<file path="src/pkg/rpc_pkg.sv">
// constants and types for the receive phase compensation fifo clocking block
package rpc_pkg;
    typedef enum logic [1:0] {
        RPC_NB_RATEMATCH = 2'b00,
        RPC_NB_PLAIN = 2'b01,
        RPC_BOND_X4 = 2'b10,
        RPC_BOND_X8 = 2'b11
    } rpc_cfg_e;

    localparam int RPC_NPIN = 5;
    localparam int RPC_PIN_TXPCLK = 0;
    localparam int RPC_PIN_RECCLK = 1;
    localparam int RPC_PIN_CORECLK = 2;
    localparam int RPC_PIN_MASTERCLK = 3;
    localparam int RPC_PIN_USERRD = 4;
    localparam int RPC_SYNC_STAGES = 3;

    localparam int RPC_REGULAR_CHANNELS = 4;
    localparam int RPC_MGMT_CHANNELS = 2;
    localparam int RPC_BLOCK_CHANNELS = RPC_REGULAR_CHANNELS + RPC_MGMT_CHANNELS;

    localparam int RPC_FIFO_DEPTH = 16;
    localparam int RPC_DATA_W = 16;
    localparam int RPC_STAT_W = 4;

    // lock time of the spare pll counted in transmit clock edges, per bandwidth
    localparam int RPC_LOCK_W = 7;
    localparam logic [6:0] RPC_LOCK_LOW_BW = 7'h40;
    localparam logic [6:0] RPC_LOCK_MED_BW = 7'h20;
    localparam logic [6:0] RPC_LOCK_HIGH_BW = 7'h10;
    localparam logic [1:0] RPC_BW_LOW = 2'h0;
    localparam logic [1:0] RPC_BW_MED = 2'h1;
endpackage

</file>
<file path="src/core/rpc_rx_chan.sv">
// one receive channel: write and read clock selection around the phase compensation fifo
`timescale 1ns/1ns
`default_nettype none
module rpc_rx_chan
    import rpc_pkg::*;
#(
    parameter int DATA_W = RPC_DATA_W,
    parameter int STAT_W = RPC_STAT_W,
    parameter int DEPTH = RPC_FIFO_DEPTH,
    parameter int CHAN_INDEX = 0
) (
    input wire logic mclk, // system clock, 20 MHz
    input wire logic resetn, // synchronous reset, active low
    input wire rpc_cfg_e cfg_mode, // channel configuration
    input wire logic byte_ser_en, // byte serializer in use
    input wire logic direct_pma, // direct pma mode
    input wire logic user_rd_en, // user read clock selected
    input wire logic tx_pclk, // transmit parallel clock pin
    input wire logic rec_clk, // recovered clock pin
    input wire logic core_clk, // own block bonded core clock pin
    input wire logic master_core_clk, // master block bonded core clock pin
    input wire logic user_rd_clk, // user read clock pin
    input wire logic [DATA_W-1:0] rx_data, // parallel receive data
    input wire logic [STAT_W-1:0] rx_stat, // receive status
    output logic [DATA_W-1:0] fab_data, // data handed to the fabric
    output logic [STAT_W-1:0] fab_stat, // status handed to the fabric
    output logic fab_valid, // one-cycle pulse per delivered word
    output logic rd_tick_out, // read side clock edge, for fabric capture
    output logic overflow, // sticky: write found fifo full
    output logic underrun, // sticky: read found fifo empty
    input wire logic err_clear, // clears both sticky flags
    output logic chan_is_mgmt, // channel is a clock management channel
    input wire logic pll_use_en, // spare pll drives a fabric clock
    input wire logic pll_pfd_pdn, // pfd power-down
    input wire logic [1:0] pll_bw_sel, // pll bandwidth
    output logic pll_locked, // spare pll lock status
    output logic pll_clk_out // spare pll fabric clock
);
    localparam int FW = DATA_W + STAT_W;

    typedef struct packed {
        logic [RPC_NPIN-1:0][RPC_SYNC_STAGES-1:0] sync;
        logic [RPC_NPIN-1:0] lvl;
        logic half;
        logic ovf;
        logic unf;
        logic [DATA_W-1:0] dout;
        logic [STAT_W-1:0] sout;
        logic dvalid;
        logic [RPC_LOCK_W-1:0] lock_cnt;
        logic locked;
        logic pclk;
    } rpc_chan_s;

    rpc_chan_s st;
    rpc_chan_s next_st;
    logic [RPC_NPIN-1:0] pins;
    logic [RPC_NPIN-1:0] edge_rise;
    logic src_tick;
    logic wr_tick;
    logic rd_tick;
    logic fifo_in_ready;
    logic fifo_out_valid;
    logic [FW-1:0] fifo_out_data;
    logic [RPC_LOCK_W-1:0] lock_target;

    assign pins = {user_rd_clk, master_core_clk, core_clk, rec_clk, tx_pclk};

    // rising edge only once the second and third stages agree on the new level
    always_comb begin
        for (int i = 0; i < RPC_NPIN; i++) begin
            edge_rise[i] = (st.sync[i][1] == st.sync[i][2]) && st.sync[i][2] && !st.lvl[i];
        end
    end

    // write clock source: direct pma never bonds, so it stays on its own recovered clock
    always_comb begin
        if (direct_pma) begin
            src_tick = edge_rise[RPC_PIN_RECCLK];
        end else begin
            case (cfg_mode)
                RPC_NB_RATEMATCH: src_tick = edge_rise[RPC_PIN_TXPCLK];
                RPC_NB_PLAIN: src_tick = edge_rise[RPC_PIN_RECCLK];
                RPC_BOND_X4: src_tick = edge_rise[RPC_PIN_CORECLK];
                RPC_BOND_X8: src_tick = edge_rise[RPC_PIN_MASTERCLK];
                default: src_tick = 1'b0;
            endcase
        end
    end

    // byte serializer halves the chosen source: every second edge writes
    assign wr_tick = src_tick && (!byte_ser_en || st.half);

    // read side: own recovered clock in direct pma, else user clock when enabled
    always_comb begin
        if (direct_pma) begin
            rd_tick = edge_rise[RPC_PIN_RECCLK];
        end else if (user_rd_en) begin
            rd_tick = edge_rise[RPC_PIN_USERRD];
        end else begin
            rd_tick = wr_tick;
        end
    end

    always_comb begin
        case (pll_bw_sel)
            RPC_BW_LOW: lock_target = RPC_LOCK_LOW_BW;
            RPC_BW_MED: lock_target = RPC_LOCK_MED_BW;
            default: lock_target = RPC_LOCK_HIGH_BW;
        endcase
    end

    rpc_fifo #(
        .WIDTH(FW),
        .DEPTH(DEPTH)
    ) u_fifo (
        .mclk(mclk),
        .resetn(resetn),
        .in_valid(wr_tick),
        .in_ready(fifo_in_ready),
        .in_data({rx_stat, rx_data}),
        .out_valid(fifo_out_valid),
        .out_ready(rd_tick),
        .out_data(fifo_out_data)
    );

    always_comb begin
        next_st = st;
        for (int i = 0; i < RPC_NPIN; i++) begin
            next_st.sync[i] = {st.sync[i][1:0], pins[i]};
            if (st.sync[i][1] == st.sync[i][2]) begin
                next_st.lvl[i] = st.sync[i][2];
            end
        end
        if (src_tick && byte_ser_en) begin
            next_st.half = !st.half;
        end else if (!byte_ser_en) begin
            next_st.half = 1'b0;
        end
        // a mismatched read clock shows here; the set beats a clear in the same cycle
        if (err_clear) begin
            next_st.ovf = 1'b0;
            next_st.unf = 1'b0;
        end
        if (wr_tick && !fifo_in_ready) begin
            next_st.ovf = 1'b1;
        end
        if (rd_tick && !fifo_out_valid) begin
            next_st.unf = 1'b1;
        end
        // fabric side is registered on the read tick itself
        next_st.dvalid = rd_tick && fifo_out_valid;
        if (rd_tick && fifo_out_valid) begin
            {next_st.sout, next_st.dout} = fifo_out_data;
        end
        // spare pll: lock after a bandwidth-dependent number of transmit clock edges
        if (!pll_use_en || pll_pfd_pdn) begin
            next_st.lock_cnt = '0;
            next_st.locked = 1'b0;
        end else if (edge_rise[RPC_PIN_TXPCLK] && !st.locked) begin
            next_st.lock_cnt = st.lock_cnt + 1'b1;
            if (st.lock_cnt + 1'b1 >= lock_target) begin
                next_st.locked = 1'b1;
            end
        end
        // the transmit parallel clock already runs at data rate over channel width
        next_st.pclk = st.locked && pll_use_en && !pll_pfd_pdn
            && st.lvl[RPC_PIN_TXPCLK];
    end

    always_ff @(posedge mclk) begin
        if (!resetn) begin
            st <= '0;
        end else begin
            st <= next_st;
        end
    end

    assign fab_data = st.dout;
    assign fab_stat = st.sout;
    assign fab_valid = st.dvalid;
    assign rd_tick_out = rd_tick;
    assign overflow = st.ovf;
    assign underrun = st.unf;
    assign pll_locked = st.locked;
    assign pll_clk_out = st.pclk;
    assign chan_is_mgmt = (CHAN_INDEX >= RPC_REGULAR_CHANNELS);

    // placement of the channel inside its block
    AST_CHAN_RANGE: assert property (@(posedge mclk) disable iff (!resetn)
        CHAN_INDEX < RPC_BLOCK_CHANNELS) else $error("channel index outside block");

    // sticky error flags: a set in the same cycle beats a clear
    AST_OVF_SET: assert property (@(posedge mclk) disable iff (!resetn)
        (wr_tick && !fifo_in_ready) |=> overflow) else $error("overflow not flagged");

    AST_OVF_STICKY: assert property (@(posedge mclk) disable iff (!resetn)
        (overflow && !err_clear) |=> overflow) else $error("overflow flag dropped");

    AST_OVF_CLEAR: assert property (@(posedge mclk) disable iff (!resetn)
        (err_clear && !(wr_tick && !fifo_in_ready)) |=> !overflow)
        else $error("overflow flag not cleared");

    AST_UNF_SET: assert property (@(posedge mclk) disable iff (!resetn)
        (rd_tick && !fifo_out_valid) |=> underrun) else $error("underrun not flagged");

    AST_UNF_STICKY: assert property (@(posedge mclk) disable iff (!resetn)
        (underrun && !err_clear) |=> underrun) else $error("underrun flag dropped");

    AST_UNF_CLEAR: assert property (@(posedge mclk) disable iff (!resetn)
        (err_clear && !(rd_tick && !fifo_out_valid)) |=> !underrun)
        else $error("underrun flag not cleared");

    // write clock selection
    AST_SRC_RATEMATCH: assert property (@(posedge mclk) disable iff (!resetn)
        (cfg_mode == RPC_NB_RATEMATCH && !direct_pma && !byte_ser_en
         && edge_rise[RPC_PIN_TXPCLK]) |-> wr_tick) else $error("tx clock not writing");

    AST_RATEMATCH_ONLY: assert property (@(posedge mclk) disable iff (!resetn)
        (cfg_mode == RPC_NB_RATEMATCH && !direct_pma && !edge_rise[RPC_PIN_TXPCLK])
        |-> !wr_tick) else $error("rate matcher write from a foreign clock");

    AST_SRC_PLAIN: assert property (@(posedge mclk) disable iff (!resetn)
        (cfg_mode == RPC_NB_PLAIN && !direct_pma && !byte_ser_en
         && edge_rise[RPC_PIN_RECCLK]) |-> wr_tick) else $error("recovered clock not writing");

    AST_PLAIN_ONLY: assert property (@(posedge mclk) disable iff (!resetn)
        (cfg_mode == RPC_NB_PLAIN && !direct_pma && !edge_rise[RPC_PIN_RECCLK])
        |-> !wr_tick) else $error("plain write from a foreign clock");

    AST_SRC_X4: assert property (@(posedge mclk) disable iff (!resetn)
        (cfg_mode == RPC_BOND_X4 && !direct_pma) |-> (src_tick == edge_rise[RPC_PIN_CORECLK]))
        else $error("x4 write clock wrong");

    AST_SRC_X8: assert property (@(posedge mclk) disable iff (!resetn)
        (cfg_mode == RPC_BOND_X8 && !direct_pma) |-> (src_tick == edge_rise[RPC_PIN_MASTERCLK]))
        else $error("x8 write clock wrong");

    AST_BYTE_OFF: assert property (@(posedge mclk) disable iff (!resetn)
        !byte_ser_en |-> (wr_tick == src_tick)) else $error("write clock halved without serializer");

    AST_HALF_SKIP: assert property (@(posedge mclk) disable iff (!resetn)
        (byte_ser_en && wr_tick) |=> !st.half) else $error("byte serializer did not halve write clock");

    AST_HALF_ARM: assert property (@(posedge mclk) disable iff (!resetn)
        (byte_ser_en && src_tick && !wr_tick) |=> st.half)
        else $error("skipped edge did not arm the next write");

    // direct pma and read clock selection
    AST_PMA_READ: assert property (@(posedge mclk) disable iff (!resetn)
        direct_pma |-> (rd_tick == edge_rise[RPC_PIN_RECCLK]))
        else $error("pma read clock wrong");

    AST_PMA_WRITE: assert property (@(posedge mclk) disable iff (!resetn)
        direct_pma |-> (src_tick == edge_rise[RPC_PIN_RECCLK]))
        else $error("pma write clock wrong");

    AST_PMA_NOBOND: assert property (@(posedge mclk) disable iff (!resetn)
        (direct_pma && edge_rise[RPC_PIN_CORECLK] && !edge_rise[RPC_PIN_RECCLK]) |-> !src_tick)
        else $error("pma lane followed bonded clock");

    AST_USER_READ: assert property (@(posedge mclk) disable iff (!resetn)
        (user_rd_en && !direct_pma) |-> (rd_tick == edge_rise[RPC_PIN_USERRD]))
        else $error("user read clock ignored");

    AST_USER_WRITE: assert property (@(posedge mclk) disable iff (!resetn)
        (user_rd_en && !direct_pma && cfg_mode == RPC_NB_PLAIN && !byte_ser_en)
        |-> (wr_tick == edge_rise[RPC_PIN_RECCLK]))
        else $error("user read clock moved the write side");

    AST_AUTO_READ: assert property (@(posedge mclk) disable iff (!resetn)
        (!direct_pma && !user_rd_en) |-> (rd_tick == wr_tick))
        else $error("automatic read clock differs from write clock");

    // fabric hand-over
    AST_FAB_VALID: assert property (@(posedge mclk) disable iff (!resetn)
        (rd_tick && fifo_out_valid) |=> fab_valid ##1 !fab_valid)
        else $error("read word not delivered");

    AST_NO_EMPTY_VALID: assert property (@(posedge mclk) disable iff (!resetn)
        (rd_tick && !fifo_out_valid) |=> !fab_valid)
        else $error("empty read delivered a word");

    AST_VALID_NEEDS_TICK: assert property (@(posedge mclk) disable iff (!resetn)
        !(rd_tick && fifo_out_valid) |=> !fab_valid)
        else $error("word delivered without a read");

    // spare pll
    AST_PLL_PDN: assert property (@(posedge mclk) disable iff (!resetn)
        pll_pfd_pdn |=> !pll_locked ##1 !pll_clk_out)
        else $error("pll stayed locked in power-down");

    AST_PLL_CLK: assert property (@(posedge mclk) disable iff (!resetn)
        !pll_locked |=> !pll_clk_out) else $error("pll clock ran unlocked");

    AST_PLL_OFF: assert property (@(posedge mclk) disable iff (!resetn)
        !pll_use_en |=> !pll_locked) else $error("unused pll reports lock");

    AST_LOCK_HOLD: assert property (@(posedge mclk) disable iff (!resetn)
        (pll_locked && pll_use_en && !pll_pfd_pdn) |=> pll_locked)
        else $error("pll lost lock while running");

    AST_PLL_COUNT: assert property (@(posedge mclk) disable iff (!resetn)
        (!pll_locked && !edge_rise[RPC_PIN_TXPCLK]) |=> !pll_locked)
        else $error("pll locked without a transmit clock edge");
endmodule
`default_nettype wire

</file>
<file path="src/core/rpc_fifo.sv">
// small synchronous fifo holding received words between write and read ticks
`timescale 1ns/1ns
`default_nettype none
module rpc_fifo
    import rpc_pkg::*;
#(
    parameter int WIDTH = RPC_DATA_W + RPC_STAT_W,
    parameter int DEPTH = RPC_FIFO_DEPTH
) (
    input wire logic mclk, // system clock
    input wire logic resetn, // synchronous reset, active low
    input wire logic in_valid, // write request
    output logic in_ready, // room for a word
    input wire logic [WIDTH-1:0] in_data, // word to store
    output logic out_valid, // word available
    input wire logic out_ready, // read request
    output logic [WIDTH-1:0] out_data // oldest word
);
    localparam int AW = $clog2(DEPTH);

    typedef struct packed {
        logic [DEPTH-1:0][WIDTH-1:0] mem;
        logic [AW:0] wp;
        logic [AW:0] rp;
    } rpc_fifo_s;

    rpc_fifo_s st;
    rpc_fifo_s next_st;
    logic full;
    logic empty;

    // extra pointer bit tells full from empty without a counter
    assign empty = (st.wp == st.rp);
    assign full = (st.wp[AW] != st.rp[AW]) && (st.wp[AW-1:0] == st.rp[AW-1:0]);
    assign in_ready = !full;
    assign out_valid = !empty;
    assign out_data = st.mem[st.rp[AW-1:0]];

    always_comb begin
        next_st = st;
        if (in_valid && !full) begin
            next_st.mem[st.wp[AW-1:0]] = in_data;
            next_st.wp = st.wp + 1'b1;
        end
        if (out_ready && !empty) begin
            next_st.rp = st.rp + 1'b1;
        end
    end

    always_ff @(posedge mclk) begin
        if (!resetn) begin
            st <= '0;
        end else begin
            st <= next_st;
        end
    end

    AST_FIFO_NO_WRAP: assert property (@(posedge mclk) disable iff (!resetn)
        full |=> !empty) else $error("fifo lost its contents while full");
endmodule
`default_nettype wire

</file>
<file path="config.mk">
export PLATFORM = sky130hd
export DESIGN_NAME = rpc_rx_chan
export DESIGN_NICKNAME = d
export VERILOG_FILES = /design/src/pkg/rpc_pkg.sv /design/src/core/rpc_rx_chan.sv /design/src/core/rpc_fifo.sv
export SDC_FILE = /design/constraint.sdc
export NUM_CORES = 1
export LEC_CHECK = 0
export BUFFER_PORTS_ARGS = -buffer_cell sky130_fd_sc_hd__buf_2
export CAP_MARGIN = 10
export CELL_PAD_IN_SITES_DETAIL_PLACEMENT = 2
export CELL_PAD_IN_SITES_GLOBAL_PLACEMENT = 2
export CORE_MARGIN = 1.5
export CORE_UTILIZATION = 35
export CTS_CLUSTER_DIAMETER = 80
export DETAILED_ROUTE_END_ITERATION = 10
export PLACE_DENSITY = 0.73
export SYNTH_ARGS = -nofsm -noshare
export SYNTH_HDL_FRONTEND = slang
export SYNTH_HIERARCHICAL = 1
export SYNTH_SLANG_ARGS = --single-unit
</file>
<file path="constraint.sdc">
create_clock -name mclk -period 6.3 [get_ports mclk]
set_input_delay 0.315 -clock mclk [delete_from_list [all_inputs] [get_ports mclk]]
set_output_delay 0.315 -clock mclk [all_outputs]
set_load 0.02 [all_outputs]
</file>
After elaboration in Yosys (flattened, before gate mapping)
Cells that the tools add are included.
Word-level totals
  flip-flop bits (word level): 383
  logic and storage cells: 115
  output and inout bits: 27
  input bits: 37
Cells by class
  $lt $le $gt $ge: 4
  add/sub/neg operators: 3
  equality and inequality tests: 13
  mux-type cells: 15
  reduce and logical (&&, ||, !) cells: 42
  bitwise logic cells: 1
Operator list (count)
  320-bit bitwise mux: 1
  20-bit binary-select mux with 4-bit select: 1
  20-bit demux with 4-bit select: 1
  20-bit 2-to-1 mux: 2
  1-bit logical AND: 22
  7-bit case mux with 2 select lines: 1
  1-bit logical NOT: 12
  5-bit by 1-bit adder with 5-bit output (second input constant): 2
  4-bit by 5-bit less-than comparator with 1-bit output (second input constant): 2
  7-bit by 1-bit adder with 7-bit output (second input constant): 1
  7-bit >= comparator: 1
  1-bit 2-to-1 mux: 7
  1-bit == test: 5
  5-bit == test: 1
  2-bit by 1-bit == test with 1-bit output (second input constant): 2
  2-bit == test (second input constant): 2
  4-bit == test: 1
  4-bit by 1-bit >= comparator with 1-bit output (second input constant): 1
  2-bit logical NOT: 2
  1-bit case mux with 4 select lines: 1
  2-bit nonzero test: 2
  1-bit logical OR: 2
  2-bit 2-to-1 mux: 1
  2-bit by 1-bit != test with 1-bit output (second input constant): 1
  4 further kinds: 4

Logic depth before layout (Yosys ltp)
Gate-level depths: netlist (run 1).
  depth after elaboration: 10
  depth in mapped cells: 11
  mapped depth without buffers: 8

Cells and area by module
The synthesis (run 1) kept the hierarchy.
By module, submodules not included
  rpc_fifo: sequential area each 6606.3 sq um, cells each 1372, instances 1, area an instance 14644.0 sq um
  rpc_rx_chan: sequential area each 1061.0 sq um, cells each 252, instances 1, area an instance 2412.3 sq um

Worst setup path after synthesis (run 1)
Ideal clock, no wire load.
  kind: flip-flop to flip-flop
  from: reg, netlist name st[40]
  to: reg u_fifo/st[100] (netlist bit)
  arrival: 2228 ps
  library setup time: 72 ps
  buffers on the path: 3
  cell stages (with the launch flop): 12
  clock period less this slack: 2300 ps
  path slack: 4000 ps
  data required time: 6228 ps
  cells stage by stage: dfxtp_1 ha_1 nand2b_4 a21oi_4 o21ai_1 a21oi_1 clkbuf_1 clkbuf_1 nand3_1 a21oi_1 buf_2 mux2i_1
RTL lines
  end signal, assigned: line rpc_fifo.sv:54  | st <= next_st;
  end, declared: line rpc_fifo.sv:27  | rpc_fifo_s st;

==> impl_metrics.xml, run 1 <==
<?xml version="1.0" encoding="UTF-8"?>
<metrics>
  <group name="floorplan">
    <metric name="io_pins" unit="">64</metric>
    <metric name="floorplan.die.width" unit="um">224</metric>
    <metric name="dieHeight" unit="um">224</metric>
    <metric name="site_rows" unit="">80</metric>
    <metric name="core-area" unit="mm^2">0.0479</metric>
    <metric name="initial_core_util" unit="%">35.6</metric>
    <metric name="design.die.area" unit="mm^2">0.0501</metric>
  </group>
  <group name="detailed_routing">
    <metric name="vias_per_cell" unit="">5.26</metric>
    <metric name="average_wire_length_per_cell_after_detail_routing" unit="um">21.6</metric>
    <metric name="drtPass1Iterations" unit="">4</metric>
    <metric name="route.vias.total" unit="">11800</metric>
    <metric name="drtAntennaViolNets" unit="">0</metric>
    <metric name="postRouteWirelength" unit="um">48500</metric>
    <metric name="detail_route.drc_violations" unit="">0</metric>
    <metric name="first_iter_violations" unit="">525</metric>
  </group>
  <group name="logic_synthesis">
    <metric name="yosys_warnings" unit="">6</metric>
    <metric name="synth_most_common_cell" unit="">sky130_fd_sc_hd__nand2_1</metric>
    <metric name="synth.lib_cells_used.distinct" unit="">45</metric>
    <metric name="postSynthNetCount" unit="">1675</metric>
    <metric name="post-synth-top-area-fraction" unit="%">45.0</metric>
    <metric name="syn_area_per_cell" unit="um^2">10.5</metric>
    <metric name="netlist_top_cells_area" unit="">sky130_fd_sc_hd__dfxtp_1, sky130_fd_sc_hd__mux2i_1, sky130_fd_sc_hd__mux4_2</metric>
    <metric name="asyncSetResetFlopFracSynth" unit="%">0</metric>
    <metric name="post_synth_instance_area" unit="mm^2">0.0171</metric>
    <metric name="postSynthCellCount" unit="">1624</metric>
    <metric name="synth_top_area_cell" unit="">sky130_fd_sc_hd__dfxtp_1</metric>
    <metric name="synth_top_cells_by_count" unit="">sky130_fd_sc_hd__nand2_1, sky130_fd_sc_hd__dfxtp_1, sky130_fd_sc_hd__mux2i_1, sky130_fd_sc_hd__clkbuf_1, sky130_fd_sc_hd__mux4_2</metric>
    <metric name="postSynthRegisterBits" unit="">383</metric>
    <metric name="synth_edf_count" unit="">0</metric>
    <metric name="synth_top_flop_cell" unit="">sky130_fd_sc_hd__dfxtp_1</metric>
    <metric name="synth_seq_area_share" unit="%">45.0</metric>
  </group>
  <group name="min_path">
    <metric name="holdCritPathClass" unit="">in -&gt; reg</metric>
    <metric name="holdCritStartpoint" unit="">err_clear</metric>
  </group>
  <group name="global_route">
    <metric name="grt_max_degree" unit="">129</metric>
    <metric name="grt_overflow_total" unit="">0</metric>
    <metric name="track_usage" unit="%">19.9</metric>
    <metric name="antenna_found_initial" unit="">0</metric>
    <metric name="via_count_of_the_first_global_routing_pass" unit="">13200</metric>
    <metric name="grt_pass1_wl" unit="um">77300</metric>
  </group>
  <group name="run">
    <metric name="drv.max_cap_violation_count" unit="">0</metric>
  </group>
  <group name="clock_network">
    <metric name="worstSkewPairLatency" unit="ns">0.57</metric>
    <metric name="worst_setup_hold_path_clk_slew" unit="ns">0.06</metric>
    <metric name="cts_tree" unit="">yes</metric>
    <metric name="clock-sinks" unit="">383</metric>
    <metric name="clock_tree.root_cell" unit="">sky130_fd_sc_hd__clkbuf_16</metric>
    <metric name="numCtsBuffers" unit="">45</metric>
    <metric name="max-clock-path-buffers" unit="">3</metric>
    <metric name="maximum_level_of_the_cts_h_tree" unit="">2</metric>
    <metric name="cts_setup_buffers" unit="">0</metric>
  </group>
  <group name="placed_design">
    <metric name="place.detailed.instances" unit="">2159</metric>
    <metric name="gp_congestion" unit="">0.712</metric>
    <metric name="post-dp-hpwl" unit="um">28700</metric>
    <metric name="place.port_buffers" unit="">62</metric>
  </group>
  <group name="final_layout">
    <metric name="area_delta_synth_final" unit="%">12.7</metric>
    <metric name="multi_input_gate_area_in_the_final_layout" unit="mm^2">0.00876</metric>
    <metric name="final_nets" unit="">1649</metric>
    <metric name="finalNonFillerCells" unit="">2243</metric>
    <metric name="ff_latch_area" unit="mm^2">0.00768</metric>
    <metric name="drive_above_1_share" unit="%">16.2</metric>
    <metric name="fillers" unit="">4948</metric>
    <metric name="ant_diodes" unit="">0</metric>
  </group>
  <group name="critical_path">
    <metric name="cp_data_required_time" unit="ns">6.77</metric>
    <metric name="crit-reg2reg-launch" unit="">st[46]$_SDFF_PN0_</metric>
    <metric name="critPathMaxFanout" unit="">20</metric>
    <metric name="worst_setup_path_end_kind" unit="">flip-flop</metric>
    <metric name="startpoint_type" unit="">flip-flop</metric>
    <metric name="path_class" unit="">reg -&gt; reg</metric>
    <metric name="critical_path_arrival" unit="ns">3.77</metric>
    <metric name="startpoint" unit="">st[46]$_SDFF_PN0_</metric>
  </group>
  <group name="sta">
    <metric name="fin_crit_sh" unit="%">52.4</metric>
    <metric name="finalSetupViolCount" unit="">0</metric>
    <metric name="report.final.slew_viol_count" unit="">0</metric>
    <metric name="finalSetupTns" unit="ns">0</metric>
    <metric name="post-route-min-period" unit="ns">3.30</metric>
    <metric name="rsz_0062_raised_after_global_routing" unit="">no</metric>
    <metric name="timing.clock.skew" unit="ns">0.0124</metric>
    <metric name="final_hold_violations" unit="">0</metric>
    <metric name="maxClockFrequency" unit="MHz">303</metric>
    <metric name="worst-slew-pin-transition" unit="ns">1.21</metric>
    <metric name="timing.slew.headroom" unit="%">18.9</metric>
  </group>
  <group name="power_and_ir_drop">
    <metric name="power.static_leakage" unit="uW">0.00630</metric>
    <metric name="p_per_area" unit="mW/mm^2">269</metric>
    <metric name="power.ir.vdd_worst" unit="uV">171</metric>
  </group>
  <group name="status">
    <metric name="outcome" unit="">completed</metric>
  </group>
</metrics>
## power by group
group          switching [uW]  total [uW]  leakage [uW]  internal, uW
sequential               4.72        2430       0.00309          2430
clock                    1050        2590      0.000722          1540
combinational             112         151       0.00248          39.8
total                    1170        5170       0.00630          4010
## repair_timing
action,in CTS,in global routing
endpoints found under the hold margin,6,0
hold buffers,6,0
resized for setup,0,0
## routing by layer
layer,vias up,track usage [%],routed length (um)
met3,66,3.19,1540
met2,128,35.1,24400
met4,0,4.93,949
met1,6075,25.2,21600
met5,-,0,0
li1,5522,-,-
## worst max-delay path, cell delays in order (launching register included)
cell	delay (ns)
sky130_fd_sc_hd__dfxtp_1	0.34
sky130_fd_sc_hd__ha_1	0.15
sky130_fd_sc_hd__nand2b_1	0.09
sky130_fd_sc_hd__a21oi_2	0.23
sky130_fd_sc_hd__o21ai_1	0.17
sky130_fd_sc_hd__a21oi_1	0.57
sky130_fd_sc_hd__buf_4	0.29
sky130_fd_sc_hd__nand3_1	0.14
sky130_fd_sc_hd__a21oi_4	0.92
sky130_fd_sc_hd__mux2i_1	0.31
## registers in the layout (all words and copies together), names as in the netlist
signal,flops
fab_stat,4
u_fifo/st,330
overflow,1
next_st,10
fab_valid,1
fab_data,16
pll_clk_out,1
st,18
underrun,1
pll_locked,1
## logic make-up (layout without fill, tap and decap cells)
family                     after synthesis  count (layout)  synth area share (%)
other                                    1               1                0.0220
and+or+nand+nor                        506             506                  12.5
buffers and inverters                  166             170                  4.87
xor gates and xnor gates                16              16                 0.822
AOI/OAI and AO/OA                       83              83                  3.21
muxes                                  455             455                  32.6
adders and majority gates               14              14                  1.03
DFF                                    383             383                  45.0
## layout by cell type, fill, tap and decap left out, drive strengths merged, types with 4 or more instances in the layout
cell type and instances:
dlygate4sd3 6, clkinv 6, clkbuf 67, mux2i 375, nand2 405, nor2 12, ha 14, buf 83
mux4 80, o21ai 4, inv 6, a21oi 47, dfxtp 383, nor2b 29, a211oi 21, nand2b 11
nand3 14, xor2 10, xnor2 6, nand4 9, and2 16
## final timing paths
kind	end	slack (ns)	cells past startpoint
worst max-delay path	u_fifo/st[232]$_SDFFE_PN0P_	3.00	9
worst min-delay path	underrun$_SDFFE_PN0P_	0.09	3
worst max register to register	u_fifo/st[232]$_SDFFE_PN0P_	3.00	9
worst min register to register	next_st[46]$_SDFF_PN0_	0.44	1
## cell type report
class | count | share of cell area, %
clock buffers | 67 | 7.13
well taps | 615 | 4.00
flip-flops and latches | 383 | 39.9
clock inverters | 10 | 0.449
repair buffers | 89 | 2.86
multi-input cells | 1075 | 45.5
inverters | 4 | 0.0781
## stage by stage
| stage | util, % | total power (uW) | hold slack [ns] | setup slack (ns) | area (um^2) |
|---|---|---|---|---|---|
| floorplan | - | 2580 | 0.412 | 4.00 | 17100 |
| global placement | 36.9 | 2630 | 0.418 | 2.75 | 17700 |
| detailed placement | 36.9 | 2640 | 0.427 | 2.67 | 17700 |
| CTS | 40.1 | 5260 | 0.0569 | 2.62 | 19200 |
| global route | 40.1 | 5370 | 0.0686 | 2.80 | 19200 |
| finish | 40.1 | 5170 | 0.0929 | 3.00 | 19200 |
Note: power is estimated with default switching activity, not from simulation.
==> run 2: changes to the inputs <==
clock period = 3.1 ns   (was 6.3 ns; I/O delays follow)
==> impl_metrics.xml, run 2 (synthesized netlist as in run 1, its figures left out) <==
<?xml version="1.0" encoding="UTF-8"?>
<metrics>
  <group name="critical_path">
    <metric name="critical_path.max_stage_delay" unit="ns">0.36</metric>
    <metric name="crit_chain" unit="">ha_1 -&gt; nand2b_4 -&gt; a21oi_4 -&gt; o21ai_1 -&gt; a21oi_1 -&gt; buf_4 -&gt; nand2_1 -&gt; a2111oi_4 -&gt; buf_4 -&gt; mux2i_1</metric>
    <metric name="cpMostUsedCell" unit="">sky130_fd_sc_hd__buf_4</metric>
    <metric name="worst_setup_path_end_kind" unit="">flip-flop</metric>
    <metric name="crit-reg2reg-launch" unit="">st[40]$_SDFF_PN0_</metric>
    <metric name="timing.critical_path.buf_inv" unit="">2</metric>
    <metric name="ff2ff_setup_slack" unit="ns">0.55</metric>
    <metric name="critPathMaxFanout" unit="">18</metric>
    <metric name="worst_r2r_endpoint" unit="">u_fifo/st[89]$_SDFFE_PN0P_</metric>
    <metric name="worst_path_dominant_cell_family" unit="">compound AO/OA/AOI/OAI gates</metric>
    <metric name="endpoint" unit="">u_fifo/st[89]$_SDFFE_PN0P_</metric>
    <metric name="critical_path_arrival" unit="ns">3.01</metric>
    <metric name="startpoint_type" unit="">flip-flop</metric>
    <metric name="rr_worst_depth" unit="">10</metric>
    <metric name="path_class" unit="">reg -&gt; reg</metric>
    <metric name="cp_data_required_time" unit="ns">3.57</metric>
    <metric name="cp_slowest_cell" unit="">sky130_fd_sc_hd__a2111oi_4</metric>
    <metric name="timing.critical_path.depth" unit="">10</metric>
    <metric name="startpoint" unit="">st[40]$_SDFF_PN0_</metric>
  </group>
  <group name="detailed_routing">
    <metric name="drtAntennaViolNets" unit="">0</metric>
    <metric name="postRouteWirelength" unit="um">49800</metric>
    <metric name="detail_route.drc_violations" unit="">0</metric>
    <metric name="first_iter_violations" unit="">431</metric>
    <metric name="route.vias.total" unit="">12000</metric>
    <metric name="drtPass1Iterations" unit="">4</metric>
    <metric name="average_wire_length_per_cell_after_detail_routing" unit="um">21.8</metric>
    <metric name="vias_per_cell" unit="">5.24</metric>
  </group>
  <group name="sta">
    <metric name="worst-slew-pin-transition" unit="ns">0.753</metric>
    <metric name="finalSetupViolCount" unit="">0</metric>
    <metric name="final_hold_violations" unit="">0</metric>
    <metric name="report.final.slew_viol_count" unit="">0</metric>
    <metric name="rsz_0062_raised_after_global_routing" unit="">no</metric>
    <metric name="post-route-min-period" unit="ns">2.55</metric>
    <metric name="finalSetupTns" unit="ns">0</metric>
    <metric name="maxClockFrequency" unit="MHz">393</metric>
    <metric name="timing.clock.skew" unit="ns">0.0277</metric>
    <metric name="fin_crit_sh" unit="%">82.1</metric>
    <metric name="timing.slew.headroom" unit="%">49.8</metric>
  </group>
  <group name="global_route">
    <metric name="grt_overflow_total" unit="">0</metric>
    <metric name="antenna_found_initial" unit="">1</metric>
    <metric name="track_usage" unit="%">20.2</metric>
    <metric name="grt_pass1_wl" unit="um">78200</metric>
    <metric name="via_count_of_the_first_global_routing_pass" unit="">13400</metric>
    <metric name="grt_max_degree" unit="">73</metric>
  </group>
  <group name="clock_network">
    <metric name="clock-sinks" unit="">383</metric>
    <metric name="cts-hold-fix-buffers" unit="">8</metric>
    <metric name="numCtsBuffers" unit="">45</metric>
    <metric name="max-clock-path-buffers" unit="">3</metric>
    <metric name="worstSkewPairLatency" unit="ns">0.58</metric>
    <metric name="cts_repair_resize_count" unit="">0</metric>
    <metric name="maximum_level_of_the_cts_h_tree" unit="">2</metric>
    <metric name="clock_tree.root_cell" unit="">sky130_fd_sc_hd__clkbuf_16</metric>
    <metric name="cts_tree" unit="">yes</metric>
    <metric name="worst_setup_hold_path_clk_slew" unit="ns">0.06</metric>
    <metric name="cts_setup_buffers" unit="">0</metric>
  </group>
  <group name="power_and_ir_drop">
    <metric name="power.static_leakage" unit="uW">0.00653</metric>
    <metric name="power.ir.vdd_worst" unit="uV">377</metric>
    <metric name="p_per_area" unit="mW/mm^2">534</metric>
  </group>
  <group name="final_layout">
    <metric name="final_nets" unit="">1692</metric>
    <metric name="drive_above_1_share" unit="%">17.9</metric>
    <metric name="layout_commonest_cell" unit="">sky130_fd_sc_hd__nand2_1</metric>
    <metric name="layout_common_cells" unit="">sky130_fd_sc_hd__nand2_1, sky130_fd_sc_hd__dfxtp_1, sky130_fd_sc_hd__mux2i_1</metric>
    <metric name="largest_reg_flops" unit="">330</metric>
    <metric name="finish.utilization" unit="%">40.9</metric>
    <metric name="ant_diodes" unit="">0</metric>
    <metric name="max_flop_register" unit="">u_fifo/st</metric>
    <metric name="area_delta_synth_final" unit="%">15.1</metric>
  </group>
  <group name="floorplan">
    <metric name="io_pins" unit="">64</metric>
    <metric name="floorplan.die.width" unit="um">224</metric>
    <metric name="initial_core_util" unit="%">35.6</metric>
    <metric name="design.die.area" unit="mm^2">0.0501</metric>
    <metric name="core-area" unit="mm^2">0.0479</metric>
    <metric name="site_rows" unit="">80</metric>
    <metric name="dieHeight" unit="um">224</metric>
  </group>
  <group name="run">
    <metric name="drv.max_cap_violation_count" unit="">0</metric>
  </group>
  <group name="min_path">
    <metric name="holdCritStartpoint" unit="">pll_pfd_pdn</metric>
    <metric name="holdCritPathClass" unit="">in -&gt; reg</metric>
  </group>
  <group name="placed_design">
    <metric name="place.port_buffers" unit="">62</metric>
    <metric name="post-dp-hpwl" unit="um">32100</metric>
    <metric name="gp_congestion" unit="">0.736</metric>
  </group>
  <group name="status">
    <metric name="outcome" unit="">completed</metric>
  </group>
</metrics>
[run 2: cell types whose count changed in the layout (fill, tap and decap cells not counted), sizes merged]
cell	change
clkbuf	+2
inv	-1
dlygate4sd3	+2
buf	+41
[run 2: cell type report]
cell class | instances | area, um^2
clock buffer | 69 | 1360
sequential | 383 | 7680
multi-input combinational | 1075 | 8760
fill | 4964 | 28300
clock inverter | 9 | 76.3
timing repair buffer | 132 | 966
tap | 615 | 769
inverter | 4 | 15.0
[run 2: where the power goes]
| group | switching, uW | internal (uW) | leakage (uW) |
|---|---|---|---|
| Sequential | 8.68 | 4940 | 0.00309 |
| Clock | 2120 | 3090 | 0.000707 |
| Combinational | 233 | 92.2 | 0.00274 |
| Total | 2370 | 8120 | 0.00653 |
[run 2: worst reg2reg max path, cell delays in order, from the launching register on]
cell and delay [ns]:
sky130_fd_sc_hd__dfxtp_1 0.35, sky130_fd_sc_hd__ha_1 0.20, sky130_fd_sc_hd__nand2b_4 0.10, sky130_fd_sc_hd__a21oi_4 0.17
sky130_fd_sc_hd__o21ai_1 0.15, sky130_fd_sc_hd__a21oi_1 0.17, sky130_fd_sc_hd__buf_4 0.24, sky130_fd_sc_hd__nand2_1 0.14
sky130_fd_sc_hd__a2111oi_4 0.36, sky130_fd_sc_hd__buf_4 0.33, sky130_fd_sc_hd__mux2i_1 0.24
[run 2: metal layers]
| layer | vias up | track usage, % | routed length, um |
|---|---|---|---|
| met5 | - | 0 | 12 |
| met4 | 2 | 7.26 | 1510 |
| met3 | 100 | 2.49 | 1210 |
| met2 | 127 | 36.3 | 25100 |
| met1 | 6142 | 24.7 | 22000 |
| li1 | 5603 | - | - |
[run 2: worst min path at each step]
stage | to | slack [ns] | depth (start not counted)
floorplan | st[32]$_SDFFE_PN0P_ | 0.27 | 2
global placement | next_st[39]$_SDFF_PN0_ | 0.36 | 2
detailed placement | next_st[51]$_SDFF_PN0_ | 0.37 | 2
CTS | st[6]$_SDFFE_PP0P_ | 0.01 | 4
global route | st[6]$_SDFFE_PP0P_ | 0.05 | 4
finish | st[6]$_SDFFE_PP0P_ | 0.04 | 4
[run 2: per-stage QoR]
step | power, uW | setup WS, ns | hold slack [ns] | instance area, um^2 | std cells
CTS | 10600 | 0.524 | 0.00950 | 19600 | 2287
global placement | 5360 | 0.651 | 0.362 | 18100 | 2201
floorplan | 5250 | 0.800 | 0.271 | 17100 | 1624
finish | 10500 | 0.554 | 0.0362 | 19600 | 2287
detailed placement | 5370 | 0.578 | 0.370 | 18100 | 2201
global route | 10900 | 0.319 | 0.0531 | 19600 | 2287
